**src/verilog/dma_slot_map.svh**
```systemverilog
// address map, field positions and reset values of the slot-assignment regs
`ifndef DMA_SLOT_MAP_SVH
`define DMA_SLOT_MAP_SVH
`define CH0_SLOT_SELECT_HIGH_ADDR 16'hffe9
`define CH0_SLOT_SELECT_LOW_ADDR 16'hffea
`define CH1_SLOT_SELECT_HIGH_ADDR 16'hffef
`define CH1_SLOT_SELECT_LOW_ADDR 16'hfff0
`define SLOT_REG_RESET 8'h00
`define UNMAPPED_READ 8'h00
`define HIGH_SLOT_MSB 5
`define HIGH_SLOT_LSB 0
`define BYTES_PER_SLOT_MSB 7
`define BYTES_PER_SLOT_LSB 6
`define NUM_SLOTS 14
`define NUM_CHANNELS 2
`define BYTE_COUNT_ZERO 3'h0
`define BYTE_COUNT_ONE 3'h1
`define SEL_NONE 4'h0
`define SEL_CH0_LOW 4'h1
`define SEL_CH0_HIGH 4'h2
`define SEL_CH1_LOW 4'h4
`define SEL_CH1_HIGH 4'h8
`endif

```
**src/verilog/dma_slot_pkg.sv**
```systemverilog
// types shared by the slot-assignment block and its users
package dma_slot_pkg;
    // one microcontroller access to the register space
    typedef struct packed {
        logic wr;
        logic rd;
        logic [15:0] addr;
        logic [7:0] wdata;
    } mcu_req_t;
    // codec-port slot timing: slot start pulse, slot number, byte strobe
    typedef struct packed {
        logic slot_start;
        logic [3:0] slot_num;
        logic byte_tick;
    } slot_evt_t;
    typedef enum logic [1:0] {
        CH_IDLE = 2'b01,
        CH_MOVE = 2'b10
    } ch_state_t;
endpackage
```
**src/verilog/dma_slot_assignment.sv**
```systemverilog
// two-channel dma slot assignment registers and per-slot byte pacing
`timescale 1ns/1ps
`default_nettype none
`include "dma_slot_map.svh"
module dma_slot_assignment (
    // clock and reset
    input wire logic clk_i,
    input wire logic nrst_i,
    // microcontroller register access
    input wire dma_slot_pkg::mcu_req_t mcu_req_i,
    output logic [7:0] mcu_rdata_o,
    // codec port slot timing
    input wire dma_slot_pkg::slot_evt_t slot_evt_i,
    // per-channel pacing toward endpoint buffers and codec port
    output logic [1:0] ch_slot_active_o,
    output logic [1:0] ch_byte_req_o
);

    // ----------------------------------------------------------------
    // address decode
    // ----------------------------------------------------------------
    // one-hot register select; an unmapped address selects nothing, so
    // writes there are dropped and reads return the unmapped value
    function automatic logic [3:0] reg_sel(input logic [15:0] addr);
        unique case (addr)
            `CH0_SLOT_SELECT_LOW_ADDR: reg_sel = `SEL_CH0_LOW;
            `CH0_SLOT_SELECT_HIGH_ADDR: reg_sel = `SEL_CH0_HIGH;
            `CH1_SLOT_SELECT_LOW_ADDR: reg_sel = `SEL_CH1_LOW;
            `CH1_SLOT_SELECT_HIGH_ADDR: reg_sel = `SEL_CH1_HIGH;
            default: reg_sel = `SEL_NONE;
        endcase
    endfunction

    logic [3:0] wr_sel;
    logic [3:0] rd_sel;
    assign wr_sel = mcu_req_i.wr ? reg_sel(mcu_req_i.addr) : `SEL_NONE;
    assign rd_sel = reg_sel(mcu_req_i.addr);

    // ----------------------------------------------------------------
    // register file
    // ----------------------------------------------------------------
    // each channel keeps its own low and high byte
    logic [7:0] slot_low_ff [2];
    logic [7:0] slot_high_ff [2];

    always_ff @(posedge clk_i or negedge nrst_i) begin
        if (!nrst_i) begin
            slot_low_ff[0] <= `SLOT_REG_RESET;
            slot_low_ff[1] <= `SLOT_REG_RESET;
            slot_high_ff[0] <= `SLOT_REG_RESET;
            slot_high_ff[1] <= `SLOT_REG_RESET;
        end else begin
            unique case (wr_sel)
                `SEL_CH0_LOW: begin
                    slot_low_ff[0] <= mcu_req_i.wdata;
                end
                `SEL_CH0_HIGH: begin
                    slot_high_ff[0] <= mcu_req_i.wdata;
                end
                `SEL_CH1_LOW: begin
                    slot_low_ff[1] <= mcu_req_i.wdata;
                end
                `SEL_CH1_HIGH: begin
                    slot_high_ff[1] <= mcu_req_i.wdata;
                end
                default: begin
                end
            endcase
        end
    end

    // read data is registered; the mcu samples it one cycle after rd
    always_ff @(posedge clk_i or negedge nrst_i) begin
        if (!nrst_i) begin
            mcu_rdata_o <= `UNMAPPED_READ;
        end else if (mcu_req_i.rd) begin
            unique case (rd_sel)
                `SEL_CH0_LOW: mcu_rdata_o <= slot_low_ff[0];
                `SEL_CH0_HIGH: mcu_rdata_o <= slot_high_ff[0];
                `SEL_CH1_LOW: mcu_rdata_o <= slot_low_ff[1];
                `SEL_CH1_HIGH: mcu_rdata_o <= slot_high_ff[1];
                default: mcu_rdata_o <= `UNMAPPED_READ;
            endcase
        end
    end

    // ----------------------------------------------------------------
    // decode helpers
    // ----------------------------------------------------------------
    // fourteen-bit slot mask of one channel
    function automatic logic [13:0] slot_mask(input logic [7:0] hi,
                                              input logic [7:0] lo);
        slot_mask = {hi[`HIGH_SLOT_MSB:`HIGH_SLOT_LSB], lo};
    endfunction

    // field code n means n+1 bytes per slot
    function automatic logic [2:0] byte_budget(input logic [7:0] hi);
        byte_budget = {1'b0, hi[`BYTES_PER_SLOT_MSB:`BYTES_PER_SLOT_LSB]}
                      + `BYTE_COUNT_ONE;
    endfunction

    // slot numbers 14 and 15 never match, so stray codes move nothing
    function automatic logic slot_hit(input logic [13:0] mask,
                                      input logic [3:0] num);
        slot_hit = (num < 4'(`NUM_SLOTS)) && mask[num];
    endfunction

    // ----------------------------------------------------------------
    // per-channel byte pacing
    // ----------------------------------------------------------------
    dma_slot_pkg::ch_state_t state_ff [`NUM_CHANNELS];
    dma_slot_pkg::ch_state_t nxt_state [`NUM_CHANNELS];
    logic [2:0] left_ff [`NUM_CHANNELS];
    logic [2:0] nxt_left [`NUM_CHANNELS];
    logic [1:0] hit;
    logic [1:0] nxt_byte_req;
    logic [1:0] nxt_slot_active;

    // slot match of each channel; the mask is rebuilt every cycle, so a
    // register write counts from the next slot start on
    always_comb begin
        for (int c = 0; c < `NUM_CHANNELS; c++) begin
            hit[c] = slot_hit(slot_mask(slot_high_ff[c], slot_low_ff[c]),
                              slot_evt_i.slot_num);
        end
    end

    // a new slot start always ends the previous slot's transfer,
    // so a short slot can never leak bytes into the next one
    always_comb begin
        for (int c = 0; c < `NUM_CHANNELS; c++) begin
            nxt_state[c] = state_ff[c];
            nxt_left[c] = left_ff[c];
            if (slot_evt_i.slot_start) begin
                if (hit[c]) begin
                    nxt_state[c] = dma_slot_pkg::CH_MOVE;
                    nxt_left[c] = byte_budget(slot_high_ff[c]);
                end else begin
                    nxt_state[c] = dma_slot_pkg::CH_IDLE;
                    nxt_left[c] = `BYTE_COUNT_ZERO;
                end
            end else begin
                unique case (state_ff[c])
                    dma_slot_pkg::CH_IDLE: begin
                    end
                    dma_slot_pkg::CH_MOVE: begin
                        if (slot_evt_i.byte_tick) begin
                            nxt_left[c] = left_ff[c] - `BYTE_COUNT_ONE;
                            if (left_ff[c] == `BYTE_COUNT_ONE) begin
                                nxt_state[c] = dma_slot_pkg::CH_IDLE;
                            end
                        end
                    end
                endcase
            end
        end
    end

    // pacing state of each channel
    always_ff @(posedge clk_i or negedge nrst_i) begin
        if (!nrst_i) begin
            for (int c = 0; c < `NUM_CHANNELS; c++) begin
                state_ff[c] <= dma_slot_pkg::CH_IDLE;
            end
        end else begin
            for (int c = 0; c < `NUM_CHANNELS; c++) begin
                state_ff[c] <= nxt_state[c];
            end
        end
    end

    // remaining byte budget of the current slot
    always_ff @(posedge clk_i or negedge nrst_i) begin
        if (!nrst_i) begin
            for (int c = 0; c < `NUM_CHANNELS; c++) begin
                left_ff[c] <= `BYTE_COUNT_ZERO;
            end
        end else begin
            for (int c = 0; c < `NUM_CHANNELS; c++) begin
                left_ff[c] <= nxt_left[c];
            end
        end
    end

    // one request per byte tick while budget remains
    always_comb begin
        for (int c = 0; c < `NUM_CHANNELS; c++) begin
            nxt_byte_req[c] = (state_ff[c] == dma_slot_pkg::CH_MOVE)
                              && slot_evt_i.byte_tick
                              && !slot_evt_i.slot_start;
        end
    end

    // active level follows the match of the latest slot start
    always_comb begin
        nxt_slot_active = ch_slot_active_o;
        if (slot_evt_i.slot_start) begin
            nxt_slot_active = hit;
        end
    end

    // byte request pulses, one cycle each
    always_ff @(posedge clk_i or negedge nrst_i) begin
        if (!nrst_i) begin
            ch_byte_req_o <= '0;
        end else begin
            ch_byte_req_o <= nxt_byte_req;
        end
    end

    // slot active level, held until the next slot start
    always_ff @(posedge clk_i or negedge nrst_i) begin
        if (!nrst_i) begin
            ch_slot_active_o <= '0;
        end else begin
            ch_slot_active_o <= nxt_slot_active;
        end
    end

endmodule
`default_nettype wire

```
**config.mk**
```make
export PLATFORM = sky130hd
export DESIGN_NAME = dma_slot_assignment
export DESIGN_NICKNAME = d
export VERILOG_FILES = /design/src/verilog/dma_slot_pkg.sv /design/src/verilog/dma_slot_assignment.sv
export VERILOG_INCLUDE_DIRS = /design/src /design/src/verilog
export SDC_FILE = /design/constraint.sdc
export NUM_CORES = 1
export LEC_CHECK = 0
export ABC_CLOCK_PERIOD_IN_PS = 2200
export BUFFER_PORTS_ARGS = -buffer_cell sky130_fd_sc_hd__buf_2
export CAP_MARGIN = 20
export CORE_AREA = 5 5 76 78
export DETAILED_ROUTE_END_ITERATION = 6
export DIE_AREA = 0 0 81 83
export GPL_TIMING_DRIVEN = 0
export PLACE_DENSITY = 0.87
export REMOVE_ABC_BUFFERS = 1
export SYNTH_ARGS = -nofsm -noshare
export SYNTH_HDL_FRONTEND = slang
export SYNTH_SLANG_ARGS = --single-unit
```
**constraint.sdc**
```tcl
create_clock -name clk_i -period 2.2 [get_ports clk_i]
set_input_delay 0.66 -clock clk_i [delete_from_list [all_inputs] [get_ports clk_i]]
set_output_delay 0.66 -clock clk_i [all_outputs]
set_load 0.01 [all_outputs]
```
### Word level (Yosys, flattened, before mapping)

Index checks and enable logic that the tools add are counted.
Widths: inputs -> output; s select.

| word-level totals | value |
|---|---|
| bits in registers | 54 |
| bits of input ports | 34 |
| output and inout port bits | 12 |
| word-level logic and storage cells | 74 |

| cells by class | value |
|---|---|
| add/subtract/negate cells | 4 |
| magnitude comparators | 2 |
| equal/unequal tests | 16 |
| muxes and demuxes | 25 |
| reductions and logical operators | 16 |

Operators by type and width:

| kind | count |
|---|---|
| $eq 16x16->1 const B | 4 |
| $pmux 8 s4 | 1 |
| $mux 3 | 8 |
| $mux 2 | 10 |
| $pmux 4 s4 | 1 |
| $reduce_bool 2->1 | 5 |
| $bmux 1 s4 | 2 |
| $eq 4x1->1 const B | 2 |
| $eq 4x2->1 const B | 2 |
| $eq 4x3->1 const B | 2 |
| $eq 4x4->1 const B | 2 |
| $add 2x1->3 const B | 2 |
| $eq 3x1->1 const B | 2 |
| $logic_and 1x1->1 | 6 |
| $reduce_and 3->1 | 2 |
| $sub 3x1->3 const B | 2 |
| $lt 4x5->1 const B | 1 |
| $eq 2x2->1 const B | 2 |
| $lt 4x4->1 const B | 1 |
| $mux 4 | 1 |
| $reduce_and 2->1 | 2 |
| $mux 1 | 2 |
| $logic_not 1->1 | 1 |

### Logic depth before layout (Yosys ltp)

| logic depth | value |
|---|---|
| depth after elaboration | 5 |
| depth in mapped cells | 6 |
| gate-level depth less buffers | 5 |

### Least setup slack after synthesis

Ideal clock, no wire load.

| path | value |
|---|---|
| path kind | input-to-reg |
| start point | in slot_evt_i[1] (netlist bit) |
| end point | reg left_ff[3] (netlist bit) |
| setup time | 0.121 ns |
| arrival time | 1.871 ns |
| data required time | 2.079 ns |
| path slack | 0.208 ns |
| cell stages on the path | 6 |
| path buffers | 1 |
| path through | buf_6 -> mux4_2 -> a221oi_2 -> a211oi_2 -> a21oi_1 -> nor2_1 |

| between the ends | value |
|---|---|
| word-level cells in the longest chain between the ends | 5 |
| elaborated cells between the ends (all ways) | 6 |
| classes of those cells | order compare (1); mux (4); reduce/logical (1) |

Ends and longest elaborated chain:

| what | RTL line | text |
|---|---|---|
| from (decl) | dma_slot_assignment.sv:13 | `input wire dma_slot_pkg::slot_evt_t slot_evt_i,` |
| $bmux 1 s4 | dma_slot_assignment.sv:105 | `` slot_hit = (num < 4'(`NUM_SLOTS)) && mask[num]; `` |
| $mux 1 (implied by the code) | dma_slot_assignment.sv:105 |  |
| $logic_and 1x1->1 * | dma_slot_assignment.sv:105 |  |
| $mux 3 * | dma_slot_assignment.sv:135 | `if (hit[c]) begin` |
| $mux 3 * | dma_slot_assignment.sv:134 | `if (slot_evt_i.slot_start) begin` |
| to (signal, indexed assignment) | dma_slot_assignment.sv:176 | `` left_ff[c] <= `BYTE_COUNT_ZERO; `` |
| to (signal, indexed assignment) | dma_slot_assignment.sv:180 | `left_ff[c] <= nxt_left[c];` |
| to (decl) | dma_slot_assignment.sv:113 | `` logic [2:0] left_ff [`NUM_CHANNELS]; `` |

Every way passes the cells marked *; elsewhere a longest branch is shown, timed or not. The select of a mux whose other input is x is not followed.
A chain may end at the register's enable or synchronous reset.

### Worst setup path in the final report

| path | value |
|---|---|
| start point | in mcu_req_i[22] (netlist bit) |
| end point | reg slot_low_ff[0] (netlist bit) |

| between the ends | value |
|---|---|
| word-level cells in the longest chain between the ends | 4 |
| elaborated cells between the ends (all ways) | 7 |
| classes of those cells | eq/ne (5); mux (2) |

Ends and longest elaborated chain:

| what | RTL line | text |
|---|---|---|
| from (decl) | dma_slot_assignment.sv:10 | `input wire dma_slot_pkg::mcu_req_t mcu_req_i,` |
| $eq 16x16->1 | dma_slot_assignment.sv:25 | `unique case (addr)` |
| $pmux 4 s4 * | dma_slot_assignment.sv:25 |  |
| $mux 4 (no line) * | - |  |
| $eq 4x3->1 * | dma_slot_assignment.sv:53 | `unique case (wr_sel)` |
| to (decl) | dma_slot_assignment.sv:43 | `logic [7:0] slot_low_ff [2];` |

Every way passes the cells marked *; elsewhere a longest branch is shown, timed or not.

==> results.txt <==
----------------------------------------------------
[Synth]
  Async set-or-reset flop fraction in the synthesized netlist ... 100%
  Number of library cell types mapped by synthesis ... 46
  Part of the Yosys area used for sequential elements ... 49.5%
  Mean Syn Cell Area ... 12.4 µm²
  Mapped Cells ... 220
  Top FF cell, synth ... sky130_fd_sc_hd__dfrtp_1
  Count of flip-flops with a built-in enable after synthesis ... 0
  Biggest area consumer among synthesized cells ... sky130_fd_sc_hd__dfrtp_1
  Count of warnings emitted by yosys ... 0
  Share of the synthesized area in the top cell type ... 47.6%
  Cell area after synthesis ... 0.00273 mm²
  FF+latch count, synth ... 54
  Top area cells in the synthesized netlist ... sky130_fd_sc_hd__dfrtp_1, sky130_fd_sc_hd__mux2_2, sky130_fd_sc_hd__mux4_2

[Global route]
  Total Routing Usage GR ... 19.7%
  Pin count of the biggest net entering global routing ... 31
  Overall overflow remaining after global route ... 0
  Number of global-route vias before repair ... 2123
  Number of antenna violations at the first check in global routing ... 0
  Wire length of the first global-routing pass ... 10.3 mm

[Clocking]
  Number of instances resized during post-cts repair ... 0
  Cts-stage hold buffer count ... 0
  Maximum clock path buffer count ... 2
  Total number of H-tree levels ... 2
  CTS tree ... done
  Clock insertion delay at the later pin of the skew report ... 0.30 ns
  Number of buffers created by CTS ... 5
  Cell chosen for the clock root ... sky130_fd_sc_hd__clkbuf_8
  Sink count of the clock tree ... 54
  Clock-pin slew on the worst setup and hold paths ... 0.09 ns
  Number of buffers added for setup after CTS ... 0

[STA]
  Least-Margin Pin Slew ... 0.887 ns
  Final worst clock skew ... 0.00440 ns
  Unrepaired setup endpoints after global routing ... no
  Highest clock rate ... 0.491 GHz
  Slack of the critical path ... 0.165 ns
  Final-layout setup total negative slack ... 0 ns
  Number of slew-limit violations in the final report ... 0
  Minimum clock period after layout ... 2.04 ns
  Final hold violations ... 0
  Final setup fails ... 0
  Max_slew headroom ... 40.6%
  Share of the clock period used by the worst path after layout ... 92.5%

[Finish]
  Synth-to-Final Area Change ... 14.5%
  Most common library cell in the layout ignoring fill and taps ... sky130_fd_sc_hd__dfrtp_1
  ANT cells ... 0
  Number of nets in the final layout ... 305
  Fraction of final layout cells with drive strength greater than 1 ... 41.0%
  Most frequent cells in the layout ... sky130_fd_sc_hd__dfrtp_1, sky130_fd_sc_hd__buf_2, sky130_fd_sc_hd__mux2_2

[Placed design]
  IO buf count ... 45
  Routability congestion estimate from global placement ... 0.895
  DP Worst Slack ... -0.279 ns
  Total half-perimeter wirelength after legalization and detailed placement ... 4.58 mm

[Floorplan]
  Count of pins on the block boundary ... 46
  Die H ... 83 µm
  Core Footprint ... 0.00501 mm²
  Starting utilization of the core area ... 54.5%
  Die outline area ... 0.00672 mm²
  Die boundary width ... 81 µm
  Cell row count ... 26

[Setup path]
  Kind of end point of the critical path ... flop
  Maximum fanout along the worst path ... 10
  Startpoint Class ... primary input
  Data arrival time at the worst-slack endpoint ... 2.23 ns
  Crit-path leading delay family ... simple AND/OR/NAND/NOR gates
  Required time of the worst setup path ... 2.39 ns
  Critical-path cell list ... buf_2 > nand4_1 > nor4b_1 > and3_2 > nand2_2 > mux2_2
  Slowest Stage Delay on Critical Path ... 0.42 ns
  Standard cell with the maximum stage delay on the critical path ... sky130_fd_sc_hd__nor4b_1
  Worst Path Class, Setup ... in2reg
  Buffers and inverters on the worst path ... 1

[Drt]
  Met2 routed WL ... 3.16 mm
  Total via count after detailed routing ... 2003
  Length of routed wiring on met1 ... 2.47 mm
  DRC errors left ... 0
  Ratio of routed vias to standard cells ... 5.96
  DR WL met3 ... 383 µm
  Remaining number of nets flagged by the antenna check after routing ... 0
  Initial DRC Count ... 288
  Final Routed Wirelength ... 6.12 mm
  1st-pass router iterations ... 6
  Routed wire per std cell ... 18.2 µm
  Max Used Layer ... met4

[Outcome]
  Result of the run ... finished clean

[Min path]
  Worst hold-check path type ... in2async

[Power]
  Maximum vdd drop ... 0.309 mV
  Pwr/cell area ... 584 mW/mm²
  Leakage ... 1.54 nW

[Job]
  Count of max-cap constraint violations ... 0

----------------------------------------------------
[registers in the layout, indices dropped and copies added, names as in the netlist]
name	flops
mcu_rdata_o	8
left_ff	6
slot_high_ff	16
slot_low_ff	16
ch_slot_active_o	2
ch_byte_req_o	2
state_ff	4
[logic make-up (layout without fill, tap and decap cells)]
logic type | after synthesis | in the layout | synth area share [%]
DFF | 54 | 54 | 49.5
AOI/OAI and AO/OA | 52 | 52 | 15.0
muxes | 42 | 42 | 19.3
and+or+nand+nor | 38 | 38 | 8.75
buffers and inverters | 28 | 74 | 4.62
adders and majority gates | 6 | 6 | 2.75
[metrics by stage]
step	area (µm²)	util, %	power [mW]	cells	hold WS [ns]
3_3_place_gp	3000	59.9	1.19	327	0.455
4_1_cts	3130	62.4	1.84	336	0.347
3_5_place_dp	3020	60.3	1.21	328	0.464
6_report	3130	62.4	1.83	336	0.338
2_1_floorplan	2690	-	1.11	212	0.364
5_1_grt	3130	62.4	1.90	336	0.384
[where the power goes]
part / switching, mW / internal [mW] / total [mW] / leakage, nW
combinational: 0.0997 / 0.0630 / 0.163 / 0.753
clock: 0.299 / 0.341 / 0.640 / 0.0524
sequential: 0.0121 / 1.01 / 1.03 / 0.736
total: 0.411 / 1.42 / 1.83 / 1.54
[worst register-to-register path, cell delays in order, from the launching register on]
cell and delay, ns:
sky130_fd_sc_hd__dfrtp_1 0.41, sky130_fd_sc_hd__mux4_2 0.51, sky130_fd_sc_hd__a221oi_2 0.34, sky130_fd_sc_hd__a211oi_2 0.14, sky130_fd_sc_hd__a21oi_1 0.18, sky130_fd_sc_hd__nor2_1 0.06
[layer usage]
layer / up-vias / track usage, %
li1: 921 / -
met4: 0 / 6.76
met2: 82 / 32.7
met3: 16 / 3.79
met1: 984 / 25.4
met5: - / 0
[final timing paths]
check                               startpoint             endpoint  slack, ns  cells past startpoint
max                              mcu_req_i[22]       slot_low_ff[0]       0.16                      6
min                                     nrst_i           left_ff[0]       0.34                      1
max reg2reg                   slot_high_ff[13]           left_ff[4]       0.46                      5
min reg2reg                ch_slot_active_o[0]  ch_slot_active_o[0]       0.48                      1
max in group asynchronous               nrst_i          state_ff[0]       1.25                      2
min in group clk_i         ch_slot_active_o[0]  ch_slot_active_o[0]       0.48                      1
[cells in the mapped netlist (2+ instances only)]
cell                        number
sky130_fd_sc_hd__dfrtp_1        52
sky130_fd_sc_hd__mux2_2         36
sky130_fd_sc_hd__inv_1          19
sky130_fd_sc_hd__nor2_1          9
sky130_fd_sc_hd__o22ai_1         9
sky130_fd_sc_hd__a21oi_1         8
sky130_fd_sc_hd__a222oi_1        8
sky130_fd_sc_hd__a22o_1          8
sky130_fd_sc_hd__ha_1            6
sky130_fd_sc_hd__mux4_2          5
sky130_fd_sc_hd__nor3_1          5
sky130_fd_sc_hd__a21o_1          4
sky130_fd_sc_hd__a31oi_1         4
sky130_fd_sc_hd__nand2_1         4
sky130_fd_sc_hd__clkbuf_1        3
sky130_fd_sc_hd__nand4_1         3
sky130_fd_sc_hd__a211oi_2        2
sky130_fd_sc_hd__and2_1          2
sky130_fd_sc_hd__buf_4           2
sky130_fd_sc_hd__dfstp_2         2
sky130_fd_sc_hd__nand3_1         2
sky130_fd_sc_hd__nand3_4         2
sky130_fd_sc_hd__o2bb2ai_1       2
[final cells by class]
cell class / instances / area [µm²]
clock buffers: 7 / 76.3
clock inverters: 1 / 30.0
fillers: 419 / 1880
inverters: 20 / 80.1
multi-input cells: 138 / 1250
flip-flops and latches: 54 / 1350
well taps: 70 / 87.6
repair buffers: 46 / 245
No activity file was read; power rests on OpenSTA's default activity.
